File: src/etc_pkg.sv
// constants, field layouts and states of the event transfer controller
// assumes a 32-bit descriptor bus and an AXI4-Lite register port
package etc_pkg;
    localparam int ETC_NSRC = 8;
    localparam int ETC_SIW = 3;
    localparam int ETC_AW = 8;
    // register byte offsets
    localparam logic [7:0] ETC_REG_BASE = 8'h00;
    localparam logic [7:0] ETC_REG_EN = 8'h04;
    localparam logic [7:0] ETC_REG_SWC = 8'h08;
    localparam logic [7:0] ETC_REG_STAT = 8'h0C;
    localparam int ETC_SWC_FLAG = 8;
    localparam int ETC_STAT_SRC = 8;
    localparam int ETC_STAT_HW = 12;
    localparam logic [1:0] ETC_RESP_OK = 2'h0;
    localparam logic [1:0] ETC_RESP_ERR = 2'h2;
    // vector table
    localparam logic [31:0] ETC_SW_VEC_BASE = 32'h0000_0400;
    localparam logic [31:0] ETC_HW_VEC_BASE = 32'h0000_0402;
    localparam logic [31:0] ETC_DESC_STRIDE = 32'h0000_0010;
    // transfer_mode_word fields
    localparam int ETC_MW_SM = 14;
    localparam int ETC_MW_DM = 12;
    localparam int ETC_MW_MD = 10;
    localparam int ETC_MW_SIDE = 9;
    localparam int ETC_MW_SZ = 4;
    localparam int ETC_MW_CHAIN = 3;
    localparam int ETC_MW_ISEL = 2;
    localparam logic [1:0] ETC_MD_NORMAL = 2'h0;
    localparam logic [1:0] ETC_MD_REPEAT = 2'h1;
    localparam logic [1:0] ETC_MD_BLOCK = 2'h2;
    localparam logic [1:0] ETC_AM_INC = 2'h2;
    localparam logic [1:0] ETC_AM_DEC = 2'h3;
    localparam logic [1:0] ETC_SZ_WORD = 2'h1;
    localparam logic [1:0] ETC_SZ_LONG = 2'h2;
    localparam logic [1:0] ETC_DESC_RD_LAST = 2'h3;
    localparam logic [1:0] ETC_DESC_WB_LAST = 2'h2;
    localparam logic [1:0] ETC_FIN_WAIT = 2'h3;
    localparam logic [16:0] ETC_BLK_FULL = 17'h10000;
    typedef enum logic [3:0] {
        S_IDLE, S_VEC, S_DRD, S_DATR, S_DATW, S_INT, S_DWB, S_FIN, S_WAIT
    } etc_state_e;
endpackage

File: src/etc_ctl_if.sv
// control and status between register slave and transfer core
// assumes both ends run on the same clock
`timescale 1ns/1ps
interface etc_ctl_if;
    import etc_pkg::*;
    logic [15:0] base;
    logic [ETC_NSRC-1:0] en;
    logic sw_flag;
    logic [7:0] sw_vec;
    logic [ETC_NSRC-1:0] en_clr;
    logic sw_clr;
    logic busy;
    logic act_hw;
    logic [ETC_SIW-1:0] act_src;
    modport regs (output base, en, sw_flag, sw_vec,
                  input en_clr, sw_clr, busy, act_hw, act_src);
    modport core (input base, en, sw_flag, sw_vec,
                  output en_clr, sw_clr, busy, act_hw, act_src);
endinterface

File: src/etc_regs.sv
// AXI4-Lite register slave of the event transfer controller
// assumes one write and one read outstanding at most
`timescale 1ns/1ps
module etc_regs (
    input wire logic i_clk, // system clock
    input wire logic i_sys_rst, // sync reset, high
    input wire logic i_awvalid, // write address valid
    input wire logic [etc_pkg::ETC_AW-1:0] i_awaddr, // write address
    output logic o_awready, // write address ready
    input wire logic i_wvalid, // write data valid
    input wire logic [31:0] i_wdata, // write data
    input wire logic [3:0] i_wstrb, // byte strobes
    output logic o_wready, // write data ready
    output logic o_bvalid, // write response valid
    output logic [1:0] o_bresp, // write response
    input wire logic i_bready, // write response ready
    input wire logic i_arvalid, // read address valid
    input wire logic [etc_pkg::ETC_AW-1:0] i_araddr, // read address
    output logic o_arready, // read address ready
    output logic o_rvalid, // read data valid
    output logic [31:0] o_rdata, // read data
    output logic [1:0] o_rresp, // read response
    input wire logic i_rready, // read data ready
    etc_ctl_if.regs ctl // control to core
);
    import etc_pkg::*;
    logic aw_hold_r, w_hold_r, bvalid_r, rvalid_r;
    logic [ETC_AW-1:0] awaddr_r;
    logic [31:0] wdata_r, rdata_r;
    logic [3:0] wstrb_r;
    logic [1:0] bresp_r, rresp_r;
    logic [15:0] base_r;
    logic [ETC_NSRC-1:0] en_r;
    logic flag_r;
    logic [7:0] vec_r;
    wire do_wr = aw_hold_r && w_hold_r;
    wire wr_base = do_wr && awaddr_r == ETC_REG_BASE;
    wire wr_en = do_wr && awaddr_r == ETC_REG_EN;
    wire wr_swc = do_wr && awaddr_r == ETC_REG_SWC;
    wire wr_hit = wr_base || wr_en || wr_swc || awaddr_r == ETC_REG_STAT;
    wire rd_go = i_arvalid && o_arready;
    wire rd_hit = i_araddr == ETC_REG_BASE || i_araddr == ETC_REG_EN ||
                  i_araddr == ETC_REG_SWC || i_araddr == ETC_REG_STAT;
    wire [31:0] stat_w = {19'h0, ctl.act_hw, 1'h0, ctl.act_src, 7'h0, ctl.busy};
    wire [31:0] rd_mux = (i_araddr == ETC_REG_BASE) ? {16'h0, base_r} :
                         (i_araddr == ETC_REG_EN) ? {24'h0, en_r} :
                         (i_araddr == ETC_REG_SWC) ? {23'h0, flag_r, vec_r} :
                         (i_araddr == ETC_REG_STAT) ? stat_w : 32'h0;
    assign o_awready = !aw_hold_r && !bvalid_r;
    assign o_wready = !w_hold_r && !bvalid_r;
    assign o_arready = !rvalid_r;
    assign o_bvalid = bvalid_r;
    assign o_bresp = bresp_r;
    assign o_rvalid = rvalid_r;
    assign o_rdata = rdata_r;
    assign o_rresp = rresp_r;
    assign ctl.base = base_r;
    assign ctl.en = en_r;
    assign ctl.sw_flag = flag_r;
    assign ctl.sw_vec = vec_r;

    always_ff @(posedge i_clk) begin
        if (i_sys_rst || do_wr) begin
            aw_hold_r <= 1'b0;
            w_hold_r <= 1'b0;
        end else begin
            aw_hold_r <= aw_hold_r || (i_awvalid && o_awready);
            w_hold_r <= w_hold_r || (i_wvalid && o_wready);
        end
        if (i_awvalid && o_awready) awaddr_r <= i_awaddr;
        if (i_wvalid && o_wready) begin
            wdata_r <= i_wdata;
            wstrb_r <= i_wstrb;
        end
    end

    always_ff @(posedge i_clk) begin
        if (i_sys_rst) begin
            bvalid_r <= 1'b0;
            bresp_r <= ETC_RESP_OK;
            rvalid_r <= 1'b0;
            rresp_r <= ETC_RESP_OK;
            rdata_r <= 32'h0;
        end else begin
            if (do_wr) begin
                bvalid_r <= 1'b1;
                bresp_r <= wr_hit ? ETC_RESP_OK : ETC_RESP_ERR;
            end else if (i_bready) bvalid_r <= 1'b0;
            if (rd_go) begin
                rvalid_r <= 1'b1;
                rdata_r <= rd_mux;
                rresp_r <= rd_hit ? ETC_RESP_OK : ETC_RESP_ERR;
            end else if (i_rready) rvalid_r <= 1'b0;
        end
    end

    // a software write beats a same-cycle hardware clear
    always_ff @(posedge i_clk) begin
        if (i_sys_rst) begin
            base_r <= 16'h0;
            en_r <= '0;
            flag_r <= 1'b0;
            vec_r <= 8'h00;
        end else begin
            if (wr_base && wstrb_r[0]) base_r[7:0] <= wdata_r[7:0];
            if (wr_base && wstrb_r[1]) base_r[15:8] <= wdata_r[15:8];
            if (wr_en && wstrb_r[0]) en_r <= wdata_r[ETC_NSRC-1:0];
            else en_r <= en_r & ~ctl.en_clr;
            if (wr_swc && wstrb_r[0]) vec_r <= wdata_r[7:0];
            if (wr_swc && wstrb_r[1]) flag_r <= wdata_r[ETC_SWC_FLAG];
            else if (ctl.sw_clr) flag_r <= 1'b0;
        end
    end
endmodule

File: src/etc_core.sv
// event transfer controller: repeat, block and normal mode transfers
// assumes a single-beat bus master port answered by i_bus_ack
// Operation
// - repeat mode moves one unit per activation
// - repeat count 1-256, running byte reloads
// - repeat side address restored from initial word
// - other address increments, decrements or stays
// - repeat without select bit never interrupts CPU
// - block mode moves whole block per activation
// - block side address written back initial
// - block count decrements, interrupt at one
// - descriptor four reads, three write-backs
// - vector, descriptor, internal, data accesses
// - memory access costs set by bus wait
// - peripheral access costs set by bus wait
// - chain bit runs the next descriptor
// - enabled pending source starts a transfer
// - clear source or clear enable at end
// - software flag cleared unless CPU interrupt
// - descriptor address is base plus vector
// - descriptor words read in fixed order
// - software vector fetched from base plus number
//
// Decided for this implementation: the address map and the AXI4-Lite slave port.
`timescale 1ns/1ps
module etc_core (
    input wire logic i_clk, // system clock
    input wire logic i_sys_rst, // sync reset, high
    input wire logic i_awvalid, // write address valid
    input wire logic [etc_pkg::ETC_AW-1:0] i_awaddr, // write address
    output logic o_awready, // write address ready
    input wire logic i_wvalid, // write data valid
    input wire logic [31:0] i_wdata, // write data
    input wire logic [3:0] i_wstrb, // byte strobes
    output logic o_wready, // write data ready
    output logic o_bvalid, // write response valid
    output logic [1:0] o_bresp, // write response
    input wire logic i_bready, // write response ready
    input wire logic i_arvalid, // read address valid
    input wire logic [etc_pkg::ETC_AW-1:0] i_araddr, // read address
    output logic o_arready, // read address ready
    output logic o_rvalid, // read data valid
    output logic [31:0] o_rdata, // read data
    output logic [1:0] o_rresp, // read response
    input wire logic i_rready, // read data ready
    input wire logic [etc_pkg::ETC_NSRC-1:0] i_src_req, // source levels
    output logic [etc_pkg::ETC_NSRC-1:0] o_src_clr, // clear source pulse
    output logic o_cpu_req, // cpu interrupt pulse
    output logic o_bus_req, // bus access request
    output logic o_bus_we, // bus write
    output logic [1:0] o_bus_size, // 0 byte 1 word 2 long
    output logic [31:0] o_bus_addr, // bus byte address
    output logic [31:0] o_bus_wdata, // bus write data
    input wire logic [31:0] i_bus_rdata, // bus read data
    input wire logic i_bus_ack // access done
);
    import etc_pkg::*;
    etc_ctl_if ctl ();
    etc_regs u_regs (
        .i_clk(i_clk), .i_sys_rst(i_sys_rst),
        .i_awvalid(i_awvalid), .i_awaddr(i_awaddr), .o_awready(o_awready),
        .i_wvalid(i_wvalid), .i_wdata(i_wdata), .i_wstrb(i_wstrb),
        .o_wready(o_wready), .o_bvalid(o_bvalid), .o_bresp(o_bresp),
        .i_bready(i_bready), .i_arvalid(i_arvalid), .i_araddr(i_araddr),
        .o_arready(o_arready), .o_rvalid(o_rvalid), .o_rdata(o_rdata),
        .o_rresp(o_rresp), .i_rready(i_rready), .ctl(ctl.regs)
    );

    etc_state_e state_r;
    logic [ETC_NSRC-1:0] sync1_r, sync2_r, src_clr_r, en_clr_r;
    logic sw_clr_r, cpu_req_r, act_hw_r, irq_r, sw_hold_r;
    logic [ETC_SIW-1:0] act_src_r, sel_idx;
    logic [1:0] idx_r;
    logic [31:0] vec_addr_r, desc_r, init_r, src_r, dst_r, src0_r, dst0_r;
    logic [31:0] data_r;
    logic [15:0] mode_r, cnt_r;
    logic [16:0] blk_left_r;

    // two-stage synchroniser on the source pins
    always_ff @(posedge i_clk) begin
        if (i_sys_rst) begin
            sync1_r <= '0;
            sync2_r <= '0;
        end else begin
            sync1_r <= i_src_req;
            sync2_r <= sync1_r;
        end
    end

    wire [ETC_NSRC-1:0] pend = sync2_r & ctl.en;
    wire hw_go = |pend;
    wire sw_go = ctl.sw_flag && !sw_hold_r;
    always_comb begin
        sel_idx = '0;
        for (int i = ETC_NSRC - 1; i >= 0; i--) begin
            if (pend[i]) sel_idx = ETC_SIW'(i);
        end
    end

    wire [1:0] md = mode_r[ETC_MW_MD+:2];
    wire [1:0] sm = mode_r[ETC_MW_SM+:2];
    wire [1:0] dm = mode_r[ETC_MW_DM+:2];
    wire [1:0] sz = mode_r[ETC_MW_SZ+:2];
    wire side = mode_r[ETC_MW_SIDE];
    wire isel = mode_r[ETC_MW_ISEL];
    wire chain = mode_r[ETC_MW_CHAIN];
    wire is_rep = md == ETC_MD_REPEAT;
    wire is_blk = md == ETC_MD_BLOCK;
    wire [7:0] run = cnt_r[7:0];
    wire [7:0] rel = cnt_r[15:8];
    wire [31:0] step = 32'h1 << sz;
    wire [31:0] src_step = (sm == ETC_AM_INC) ? src_r + step :
                           (sm == ETC_AM_DEC) ? src_r - step : src_r;
    wire [31:0] dst_step = (dm == ETC_AM_INC) ? dst_r + step :
                           (dm == ETC_AM_DEC) ? dst_r - step : dst_r;
    wire rep_wrap = is_rep && run == 8'h01;
    // running byte reloads from the held copy, which stays untouched
    wire [15:0] cnt_wb = !is_rep ? cnt_r - 16'h1 :
                         rep_wrap ? {rel, rel} : {rel, run - 8'h01};
    wire [31:0] src_wb = (rep_wrap && side) ? init_r :
                         (is_blk && side) ? src0_r : src_r;
    wire [31:0] dst_wb = (rep_wrap && !side) ? init_r :
                         (is_blk && !side) ? dst0_r : dst_r;
    // repeat mode interrupts only on the select bit
    wire irq_wb = isel || (!is_rep && cnt_r == 16'h1);
    wire [15:0] blen = init_r[15:0];
    wire [16:0] blk_len = !is_blk ? 17'h1 :
                          (blen == 16'h0) ? ETC_BLK_FULL : {1'b0, blen};
    wire [31:0] wb_off = (idx_r == 2'h0) ? 32'h0 : 32'h4 + {28'h0, idx_r, 2'h0};
    wire bus_ok = o_bus_req && i_bus_ack;

    // bus presentation; every access waits on i_bus_ack, so cost is the bus's
    always_comb begin
        o_bus_req = 1'b1;
        o_bus_we = 1'b0;
        o_bus_size = ETC_SZ_LONG;
        o_bus_addr = 32'h0;
        o_bus_wdata = 32'h0;
        case (state_r)
            S_VEC: begin
                o_bus_size = ETC_SZ_WORD;
                o_bus_addr = vec_addr_r;
            end
            S_DRD: o_bus_addr = desc_r + {28'h0, idx_r, 2'h0};
            S_DATR: begin
                o_bus_size = sz;
                o_bus_addr = src_r;
            end
            S_DATW: begin
                o_bus_we = 1'b1;
                o_bus_size = sz;
                o_bus_addr = dst_r;
                o_bus_wdata = data_r;
            end
            S_DWB: begin
                o_bus_we = 1'b1;
                o_bus_addr = desc_r + wb_off;
                o_bus_wdata = (idx_r == 2'h0) ? {mode_r, cnt_r} :
                              (idx_r == 2'h1) ? src_r : dst_r;
            end
            default: o_bus_req = 1'b0;
        endcase
    end

    // one activation runs from vector fetch to write-back before the next
    always_ff @(posedge i_clk) begin
        if (i_sys_rst) begin
            state_r <= S_IDLE;
            idx_r <= 2'h0;
        end else begin
            case (state_r)
                S_IDLE: if (hw_go || sw_go) state_r <= S_VEC;
                S_VEC: if (bus_ok) begin
                    state_r <= S_DRD;
                    idx_r <= 2'h0;
                end
                S_DRD: if (bus_ok) begin
                    idx_r <= idx_r + 2'h1;
                    if (idx_r == ETC_DESC_RD_LAST) state_r <= S_DATR;
                end
                S_DATR: if (bus_ok) state_r <= S_DATW;
                S_DATW: if (bus_ok) begin
                    state_r <= (blk_left_r == 17'h1) ? S_INT : S_DATR;
                end
                S_INT: begin
                    state_r <= S_DWB;
                    idx_r <= 2'h0;
                end
                S_DWB: if (bus_ok) begin
                    idx_r <= idx_r + 2'h1;
                    if (idx_r == ETC_DESC_WB_LAST) begin
                        idx_r <= 2'h0;
                        state_r <= chain ? S_DRD : S_FIN;
                    end
                end
                S_FIN: state_r <= S_WAIT;
                S_WAIT: begin
                    idx_r <= idx_r + 2'h1;
                    if (idx_r == ETC_FIN_WAIT) state_r <= S_IDLE;
                end
                default: state_r <= S_IDLE;
            endcase
        end
    end

    // activation capture and descriptor words
    always_ff @(posedge i_clk) begin
        if (state_r == S_IDLE) begin
            act_hw_r <= hw_go;
            act_src_r <= sel_idx;
            vec_addr_r <= hw_go ? ETC_HW_VEC_BASE + {28'h0, sel_idx, 1'b0} :
                          ETC_SW_VEC_BASE + {24'h0, ctl.sw_vec};
        end
        if (state_r == S_VEC && bus_ok) desc_r <= {ctl.base, i_bus_rdata[15:0]};
        if (state_r == S_DWB && bus_ok && idx_r == ETC_DESC_WB_LAST) begin
            desc_r <= desc_r + ETC_DESC_STRIDE;
        end
        if (state_r == S_DRD && bus_ok) begin
            case (idx_r)
                2'h0: {mode_r, cnt_r} <= i_bus_rdata;
                2'h1: init_r <= i_bus_rdata;
                2'h2: begin
                    src_r <= i_bus_rdata;
                    src0_r <= i_bus_rdata;
                end
                default: begin
                    dst_r <= i_bus_rdata;
                    dst0_r <= i_bus_rdata;
                    blk_left_r <= blk_len;
                end
            endcase
        end
        if (state_r == S_DATR && bus_ok) data_r <= i_bus_rdata;
        if (state_r == S_DATW && bus_ok) begin
            src_r <= src_step;
            dst_r <= dst_step;
            blk_left_r <= blk_left_r - 17'h1;
        end
        if (state_r == S_INT) begin
            cnt_r <= cnt_wb;
            src_r <= src_wb;
            dst_r <= dst_wb;
            irq_r <= irq_wb;
        end
    end

    // completion hand-off to source, enable, flag and cpu
    always_ff @(posedge i_clk) begin
        if (i_sys_rst || state_r != S_FIN) begin
            src_clr_r <= '0;
            en_clr_r <= '0;
            sw_clr_r <= 1'b0;
            cpu_req_r <= 1'b0;
        end else begin
            src_clr_r <= (act_hw_r && !irq_r) ? ETC_NSRC'(1) << act_src_r : '0;
            en_clr_r <= (act_hw_r && irq_r) ? ETC_NSRC'(1) << act_src_r : '0;
            sw_clr_r <= !act_hw_r && !irq_r;
            cpu_req_r <= irq_r;
        end
    end

    // a kept flag must not restart until software clears it
    always_ff @(posedge i_clk) begin
        if (i_sys_rst || !ctl.sw_flag) sw_hold_r <= 1'b0;
        else if (state_r == S_FIN && !act_hw_r && irq_r) sw_hold_r <= 1'b1;
    end

    assign o_src_clr = src_clr_r;
    assign o_cpu_req = cpu_req_r;
    assign ctl.en_clr = en_clr_r;
    assign ctl.sw_clr = sw_clr_r;
    assign ctl.busy = state_r != S_IDLE;
    assign ctl.act_hw = act_hw_r;
    assign ctl.act_src = act_src_r;

    logic [2:0] rd_cnt_r;
    always_ff @(posedge i_clk) begin
        if (i_sys_rst || (state_r == S_DWB && bus_ok && idx_r == ETC_DESC_WB_LAST)) begin
            rd_cnt_r <= 3'h0;
        end else if (state_r == S_DRD && bus_ok) rd_cnt_r <= rd_cnt_r + 3'h1;
    end
endmodule

File: config.mk
export PLATFORM = sky130hd
export DESIGN_NAME = etc_core
export DESIGN_NICKNAME = d
export VERILOG_FILES = /design/src/etc_pkg.sv /design/src/etc_ctl_if.sv /design/src/etc_regs.sv /design/src/etc_core.sv
export SDC_FILE = /design/constraint.sdc
export NUM_CORES = 1
export LEC_CHECK = 0
export BUFFER_PORTS_ARGS = -buffer_cell sky130_fd_sc_hd__buf_4
export CAP_MARGIN = 20
export CORE_MARGIN = 2
export CORE_UTILIZATION = 56
export CTS_BUF_LIST = sky130_fd_sc_hd__clkbuf_8
export CTS_CLUSTER_SIZE = 10
export DETAILED_ROUTE_END_ITERATION = 6
export HOLD_SLACK_MARGIN = 0.05
export PLACE_DENSITY = 0.89
export SLEW_MARGIN = 15
export SYNTH_ARGS = -nofsm -noshare
export SYNTH_HDL_FRONTEND = slang
export SYNTH_SLANG_ARGS = --single-unit
File: constraint.sdc
create_clock -name i_clk -period 4.6 [get_ports i_clk]
set_input_delay 0.92 -clock i_clk [delete_from_list [all_inputs] [get_ports i_clk]]
set_output_delay 0.92 -clock i_clk [all_outputs]
set_load 0.05 [all_outputs]
* Word level (Yosys, flattened, before mapping)
Index checks and enable logic that the tools add are counted. Widths: inputs -> output; s select.
Cells by class: $add $sub $neg 14, equal/unequal tests 43, shift-type cells 2, multiplexer cells 75, bitwise gates (word level) 6, reductions and logical operators 90
Operators by type and width (count):
- $mux 32 | 23
- $pmux 32 s5 | 1
- $mux 17 | 5
- $add 32x32->32 | 2
- $mux 16 | 4
- $pmux 32 s2 | 1
- $sub 32x32->32 | 2
- $mux 4 | 9
- $pmux 4 s9 | 1
- $logic_and 1x1->1 | 33
- $add 32x4->32 | 1
- $add 32x5->32 | 1
- $add 32x5->32 const B | 1
- $eq 8x4->1 const B | 4
- $shl 1x2->32 const A | 1
- $mux 3 | 10
- $ne 2x2->1 const B | 9
- $eq 17x1->1 const B | 1
- $sub 17x1->17 const B | 1
- $and 8x8->8 | 2
- $eq 16x1->1 const B | 1
- $eq 4x3->1 const B | 4
- $eq 8x3->1 const B | 2
- $logic_not 16->1 | 1
- 44 further kinds | 110
Word-level totals: register bits after elaboration 450, input bits 100, output and inout bits 118

* Depth between registers and ports, before layout
Gate-level depths: netlist of run 1.
word-level depth 11, gate-level depth with buffers 21

* By module
A second synthesis of run 1 with hierarchy kept.
Second synthesis, totals: cells, all modules 2406, area total of the unflattened synthesis 23834.1 µm²
By module, submodules not included:
- etc_core | instances 1, cells each 2091, area an instance 20337.0 µm², sequential area each 9409.0 µm²
- etc_regs | instances 1, cells each 315, area an instance 3497.1 µm², sequential area each 1881.8 µm²

* Worst setup path before layout of run 1
No wires, ideal clock.
path kind register -> output, start point register state_r[0], end point output port o_bus_addr[29], data arrival time 4.044 ns, required time 3.680 ns, slack -0.364 ns, cell stages (with the launch flop) 16, path buffers 1, cells stage by stage dfxtp_1 > nor2_1 > and3_1 > clkbuf_1 > o21ai_0 > ha_1 > a21o_1 > a21oi_1 > or2_2 > nor2_1 > and3_1 > nand4_1 > nor2_1 > nand3_1 > xor2_1 > o21ai_0
Between the ends: longest elaborated chain between the ends 2
RTL lines:
- from (decl) | RTL line etc_core.sv:69 | etc_state_e state_r;
- from (signal assigned) | RTL line etc_core.sv:183 | state_r <= (blk_left_r == 17'h1) ? S_INT : S_DATR;
- from (signal assigned) | RTL line etc_core.sv:193 | state_r <= chain ? S_DRD : S_FIN;
- $eq 4x3->1 (tied with other cells) | RTL line etc_core.sv:139 | case (state_r)
- $pmux 32 s5 * | RTL line etc_core.sv:139
- to (decl) | RTL line etc_core.sv:52 | output logic [31:0] o_bus_addr,
Every way passes the cells marked *; elsewhere a longest branch is shown, timed or not.

* Final worst setup path of run 1
start point register idx_r[0], end point output port o_bus_addr[29]
Between the ends: longest elaborated chain between the ends 4
RTL lines:
- from (decl) | RTL line etc_core.sv:73 | logic [1:0] idx_r;
- from (signal assigned) | RTL line etc_core.sv:178 | idx_r <= idx_r + 2'h1;
- from (signal assigned) | RTL line etc_core.sv:190 | idx_r <= idx_r + 2'h1;
- from (signal assigned) | RTL line etc_core.sv:198 | idx_r <= idx_r + 2'h1;
- $add 3x4->5 / $logic_not 2->1 (equally long branches) | RTL line etc_core.sv:129 | wire [31:0] wb_off = (idx_r == 2'h0) ? 32'h0 : 32'h4 + {28'h0, idx_r, 2'h0};
- $mux 5 | RTL line etc_core.sv:129
- $add 32x5->32 | RTL line etc_core.sv:157 | o_bus_addr = desc_r + wb_off;
- $pmux 32 s5 * | RTL line etc_core.sv:139
Marked as above.

==> metrics.md, run 1 <==
| Metric | Value |
|---|---|
| IO buf count | `181` |
| Post-Syn Instances | `2396` |
| Worst R2R End | `src_r[31]` |
| Die area | `43030 um2` |
| Status | `finished clean` |
| H-tree levels | `3` |
| Clk_lat worst skew | `640 ps` |
| Root Driver | `clkbuf_8` |
| Final setup violation count | `0` |
| Gr usage total | `0.3264` |
| P&R area growth vs syn | `13.12%` |
| CP Cell Sequence | `inv_4 > ha_2 > nand2_2 > o21ai_2 > ha_1 > a21o_1 > a21oi_2 > or2_4 > nor2_4 > and3_4 > nand4_1 > nor2_2 > nand3_1 > xor2_1 > o21ai_1 > buf_6` |
| Final HPWL DP | `50350 um` |
| Fmax | `221.5 MHz` |
| Layout cell share with drive strength beyond 1 | `0.1519` |
| GRT overflow | `0` |
| WP buf/inv | `2` |
| Vias per cell | `6.527` |
| Number of global-route vias before repair | `19267` |
| Slowest CP cell | `dfxtp_4` |
| Pleak | `9.407 nW` |
| Setup crit start | `idx_r[0]` |
| Placed instance area | `24800 um2` |
| Slew HR | `0.3051` |
| Critical path depth | `16` |
| CTS tree | `done` |
| Post-layout min period | `4515 ps` |
| Largest family of logic cells by synthesized area | `compound AO/OA/AOI/OAI gates` |
| Seq cells post-synth | `408` |
| Critical Path Sink Type | `primary output` |
| Number of CTS-inserted buffers | `66` |
| Initial antenna violation count | `1` |
| PwrDens | `307.8 nW/um2` |
| Largest net degree at the start of global routing | `98` |
| Placed Instances | `2973` |
| Mux share of post-synthesis cell area | `0.05242` |
| Die X | `207.4 um` |
| Synth Area in Compound Gates | `0.1683` |
| Row count | `74` |
| Wirelength per Cell | `23.40 um` |
| Worst slew pin tran | `1039 ps` |
| Die Y-Extent | `207.4 um` |
| First-pass GRT wire length | `109200 um` |
| Critical Path AT | `3590 ps` |
| Max cap viols | `0` |
| Adder-cell share of the synthesized area | `0.02149` |
| Max VDD drop | `0.3833 mV` |
| Max FO, Critical Path | `5` |
| Worst R2R Path Depth | `14` |
| Setup Skew | `47.42 ps` |
| Post-synth EDFFs | `312` |
| Post-Syn Area | `23170 um2` |
| Clk slew on worst S/H paths | `60 ps` |
| Post-synth top flop | `edfxtp_1` |
| CP top delay family | `simple AND/OR/NAND/NOR gates` |
| Final Hold Viols | `0` |
| Worst flop-to-flop path startpoint | `mode_r[14]` |
| Drt pass-1 iters | `7` |
| Cell variety after synth | `87` |
| Ports | `218` |
| RePlAce Congestion | `0.9766` |
| Core area | `40830 um2` |
| XOR/XNOR Fraction of Synth Area | `0.06349` |
| Synth Warn # | `0` |
| Worst Setup Start Kind | `register` |
| Initial DRC Count | `3097` |
| Tot Pwr | `8.069 mW` |
| Async S/R FF share, synth | `0` |
| Worst Hold Class | `reg -> reg` |
| Simple-gate share of the synthesized area | `0.1618` |
| Final Max Tran Viols | `0` |
| DRC errors left | `0` |
| Layout Cell Area excl Fill | `26220 um2` |
| Worst hold margin | `419.5 ps` |
| Cell Count, Final, Fillers Out | `3094` |
| R2r setup slk | `520 ps` |
| Req. time, crit path | `3680 ps` |
| Worst setup path endpoint | `o_bus_addr[29]` |
| Filler cell count | `3131` |
| CP max stage delay | `360 ps` |
| Critical path class | `reg -> out` |
| Layout Nets | `2651` |
| Final WL | `72410 um` |
| Post-route clock period utilization | `0.9814` |
| Vias | `20195` |
| Clock Path Buffers | `3` |
| Clock sink count | `408` |
| Initial core utilization | `0.5676` |
| Syn avg cell area | `9.672 um2` |
| Final ANT Viol Nets | `0` |
| Register area share after synthesis | `0.4872` |
## layer usage
layer | vias to the layer above | part of all wire | global-route usage
li1 | 8985 | - | -
met1 | 9494 | 0.36 | 0.4082
met2 | 1442 | 0.45 | 0.5102
met3 | 274 | 0.13 | 0.08215
met4 | 0 | 0.065 | 0.2007
met5 | - | 0 | 0
## flip-flops by register name, summed over array words and instances (netlist names), 3 cells and up
signal / count
mode_r: 16
src_r: 32
sync2_r: 8
u_regs.ctl.en: 8
dst_r: 32
u_regs.ctl.base: 16
blk_left_r: 17
src0_r: 32
init_r: 32
u_regs.wdata_r: 16
ctl.en_clr: 8
act_src_r: 3
u_regs.ctl.sw_vec: 8
desc_r: 32
cnt_r: 16
vec_addr_r: 8
data_r: 32
u_regs.o_rdata: 16
u_regs.awaddr_r: 8
state_r: 4
sync1_r: 8
o_src_clr: 8
dst0_r: 32
## final cells by class
cell class	count	area (um2)	area share
flip-flops and latches	408	11300	0.4310
inverters	43	166.4	0.006348
multi-input cells	1765	11020	0.4202
diodes	1	2.502	0.00009545
repair buffers	229	1755	0.06696
clock inverters	36	210.2	0.008018
well taps	532	665.6	0.02539
clock buffers	80	1101	0.04200
## per-stage QoR
step | worst slack, ps | utilization | setup TNS [ps]
2_1_floorplan | 14.50 | - | 0
3_3_place_gp | 165.3 | 0.6073 | 0
3_5_place_dp | 17.24 | 0.6073 | 0
4_1_cts | 9.086 | 0.6409 | 0
5_1_grt | -3.451 | 0.6420 | -6.354
6_report | 85.45 | 0.6421 | 0
## logic make-up after synthesis
group           Yosys count
xor+xnor                168
fa+ha+maj                38
flops                   408
buf+inv                 240
mux                     121
other cells               1
compound gates          623
simple gates            797
## where the power goes
part	internal (mW)	total, mW	leakage (nW)	switching, mW
logic	0.256	0.778	5.03	0.523
registers	4.05	4.14	3.64	0.0874
clock network	1.69	3.15	0.739	1.46
total	5.99	8.07	9.41	2.07
## worst min-delay path by stage
| stage | start | endpoint | cells after the start |
|---|---|---|---|
| 6_report | sync1_r[0] | sync2_r[0] | 1 |
| 3_5_place_dp | sync1_r[1] | sync2_r[1] | 1 |
| 3_3_place_gp | sync1_r[0] | sync2_r[0] | 1 |
| 2_1_floorplan | sync1_r[0] | sync2_r[0] | 1 |
| 4_1_cts | sync1_r[0] | sync2_r[0] | 1 |
| 5_1_grt | sync1_r[0] | sync2_r[0] | 1 |
## cell usage after synthesis, types with 24 or more instances
cell type	instances	share of area
edfxtp_1	312	0.40
nand2_1	281	0.046
o21ai_0	213	0.046
nor2_1	195	0.032
a21oi_1	146	0.032
clkbuf_1	136	0.022
xnor2_1	128	0.048
mux2i_1	118	0.051
dfxtp_1	96	0.083
nor3_1	58	0.013
o221ai_1	52	0.020
nand3_1	51	0.011
a22oi_1	50	0.016
inv_1	41	0.0066
xor2_1	40	0.015
ha_1	35	0.019
nor4_1	33	0.0089
nor2b_1	31	0.0084
buf_2	24	0.0052
buf_4	24	0.0078
## cell usage in the layout, fill, tap and decap left out, drive strengths merged, types with 23 or more instances in the layout
| master | n |
|---|---|
| xor2 | 40 |
| a21oi | 147 |
| ha | 35 |
| nand3 | 51 |
| nor2 | 195 |
| nor2b | 32 |
| a22oi | 51 |
| o21ai | 230 |
| edfxtp | 312 |
| inv | 60 |
| nand2 | 281 |
| dfxtp | 96 |
| nand2b | 23 |
| xnor2 | 128 |
| nor3 | 59 |
| o221ai | 53 |
| buf | 229 |
| clkbuf | 80 |
| mux2i | 118 |
| nor4 | 35 |
## repair_timing
action,in CTS,in global routing
gates resized for setup,20,10
hold buffers,0,0
buffers inserted,2,2
endpoints found under the setup margin,12,11
pin swaps,2,4
(Power assumes the default switching activity.)
==> run 2: changes to the inputs <==
--- a/config.mk
+++ b/config.mk
@@ -5,7 +5,7 @@
 export SDC_FILE = /design/constraint.sdc
 export NUM_CORES = 1
 export LEC_CHECK = 0
-export BUFFER_PORTS_ARGS = -buffer_cell sky130_fd_sc_hd__buf_4
+export BUFFER_PORTS_ARGS = -buffer_cell sky130_fd_sc_hd__buf_2
 export CAP_MARGIN = 20
 export CORE_MARGIN = 2
 export CORE_UTILIZATION = 56
==> run 2 against run 1 <==
Effect of this change: power rose by 0.70%; non-clock buffer count rose by 5; cell area fell by 1.3%; sequential power barely moved; sequential share of layout area rose by 0.55 points.
==> metrics.md, run 2 (same netlist as run 1, synthesis figures left out) <==
| Metric | Value |
|---|---|
| CP max stage delay | `430 ps (+70 ps)` |
| Fin Setup TNS | `0 ps (unchanged)` |
| Wirelength per Cell | `23.38 um (about the same)` |
| Root Driver | `clkbuf_8` |
| Worst Hold Class | `reg -> reg` |
| Largest net degree at the start of global routing | `81 (-17%)` |
| Row count | `74 (unchanged)` |
| Worst flop-to-flop path startpoint | `mode_r[5]` |
| Post-layout min period | `4521 ps (+5.988 ps)` |
| DRC errors left | `0 (unchanged)` |
| Layout cell share with drive strength beyond 1 | `0.1539 (+0.002012)` |
| Core area | `40830 um2 (unchanged)` |
| RePlAce Congestion | `0.9893 (+1.3%)` |
| Final HPWL DP | `49740 um (-1.2%)` |
| Post-layout util | `0.6340 (-0.008089)` |
| Max VDD drop | `0.3172 mV (-17%)` |
| Slowest CP cell | `fa_1` |
| Initial DRC Count | `2351 (-24%)` |
| Ports | `218 (unchanged)` |
| First-pass GRT wire length | `110700 um (+1.4%)` |
| Clk slew on worst S/H paths | `70 ps (about the same)` |
| Final ANT Viol Nets | `0 (unchanged)` |
| CP Cell Sequence | `nor2_1 > and3_4 > o21ai_0 > ha_1 > fa_1 > a21oi_2 > nand2b_2 > buf_4 > nor2_1 > nand2_1 > xor2_1 > o21ai_0 > clkbuf_4` |
| Max FO, Critical Path | `8 (+3)` |
| GRT overflow | `0 (unchanged)` |
| Slew HR | `0.3305 (+0.02540)` |
| Tot Pwr | `8.125 mW (+0.70%)` |
| R2r setup slk | `300 ps (-220 ps)` |
| Final Hold Viols | `0 (unchanged)` |
| Gr usage total | `0.3290 (+0.002579)` |
| Number of CTS-inserted buffers | `68 (+3.0%)` |
| Post-route clock period utilization | `0.9827 (+0.001302)` |
| Req. time, crit path | `3680 ps (about the same)` |
| Worst R2R End | `dst_r[28]` |
| Critical path class | `reg -> out` |
| Layout Nets | `2658 (+0.26%)` |
| Critical Path AT | `3600 ps (about the same)` |
| Clock sink count | `408 (unchanged)` |
| Hold_buf cts | `0 (unchanged)` |
| Die X | `207.4 um (unchanged)` |
| H-tree levels | `3 (unchanged)` |
| Vias | `20230 (+0.17%)` |
| WP buf/inv | `2 (unchanged)` |
| Fmax | `221.2 MHz (-0.13%)` |
| Critical path depth | `13 (-3)` |
| Worst hold start | `sync1_r[7]` |
| CTS tree | `done` |
| Final setup violation count | `0 (unchanged)` |
| ANT cells | `0 (-1)` |
| Setup Skew | `46.03 ps (-1.388 ps)` |
| Worst Setup Start Kind | `register` |
| Max cap viols | `0 (unchanged)` |
| Vias per cell | `6.515 (-0.18%)` |
| Drt pass-1 iters | `6 (-1)` |
| Worst R2R Path Depth | `13 (-1)` |
| Final Max Tran Viols | `0 (unchanged)` |
| Initial core utilization | `0.5676 (unchanged)` |
| Hold Path Depth | `1 (unchanged)` |
| Clk_lat worst skew | `640 ps (about the same)` |
| Commonest cells after routing, fill and taps aside | `312 x edfxtp_1, 277 x nand2_1, 203 x o21ai_0, 193 x nor2_1, 168 x buf_2` |
| PwrDens | `313.9 nW/um2 (+2.0%)` |
| Hold path endpoint | `sync2_r[7]` |
| Worst slew pin tran | `1002 ps (-36.85 ps)` |
| Die area | `43030 um2 (unchanged)` |
| Commonest non-fill, non-tap cell in the layout | `edfxtp_1` |
| Number of global-route vias before repair | `19076 (-0.99%)` |
| Critical Path Sink Type | `primary output` |
| Initial antenna violation count | `2 (+1)` |
| Die Y-Extent | `207.4 um (unchanged)` |
| P&R area growth vs syn | `11.70%` |
| IO buf count | `181 (unchanged)` |
| Clock Path Buffers | `3 (unchanged)` |
| CP top delay family | `simple AND/OR/NAND/NOR gates` |
| Pleak | `9.406 nW (about the same)` |
| Final WL | `72600 um (+0.27%)` |
| Status | `finished clean` |
run 2: cell types whose count changed in the layout (fill, tap and decap cells not counted), moves of 2 or more:
cell / change
nor2_1: +2
clkbuf_4: +2
clkinvlp_4: +2
nor3_2: -2
buf_4: -167
buf_2: +168
inv_1: +4
o21ai_1: -2
nor2_2: -2
run 2: metrics by stage:
step | setup slack (ps) | cell area [um2] | cells | hold slack [ps]
6_report | 79.46 | 25890 | 3105 | 434.2
5_1_grt | -45.98 | 25890 | 3105 | 449.5
4_1_cts | 12.67 | 25800 | 3099 | 435.3
3_5_place_dp | 35.18 | 24350 | 2973 | 420.4
3_3_place_gp | 144.3 | 24350 | 2973 | 418.5
2_1_floorplan | 14.50 | 23240 | 2413 | 413.8
run 2: how the worst max path moves through the flow:
stage / start / to
global route: idx_r[0] / o_bus_addr[29]
floorplan: state_r[0] / o_bus_addr[29]
detailed placement: idx_r[0] / o_bus_addr[29]
CTS: state_r[3] / o_bus_addr[8]
finish: state_r[3] / o_bus_addr[12]
global placement: idx_r[0] / o_bus_addr[29]
run 2: per-layer routing:
metal,GRT usage,share of wire,up-vias
met5,0,0.00017,-
met4,0.1823,0.063,2
met3,0.08548,0.12,280
met2,0.5200,0.45,1453
met1,0.4127,0.37,9482
li1,-,-,9013
run 2: area by class of cell:
class                      count  area, um2
sequential                   408      11300
inverter                      43      166.4
multi-input combinational   1765      11020
tap                          532      665.6
clock inverter                44      259.0
clock buffer                  79       1087
timing repair buffer         234       1389
fill                        3133      14950
run 2: repair_timing:
item,in CTS,in global routing
setup endpoints to repair,18,15
pin swaps,1,5
gates resized for setup,31,12
setup buffers,3,5
endpoints found under the hold margin,0,0
run 2: report_power, final:
| part | leakage [nW] | internal, mW | switching [mW] | total [mW] |
|---|---|---|---|---|
| Combinational | 5.00 | 0.224 | 0.518 | 0.742 |
| Clock | 0.762 | 1.69 | 1.55 | 3.25 |
| Sequential | 3.64 | 4.05 | 0.0869 | 4.14 |
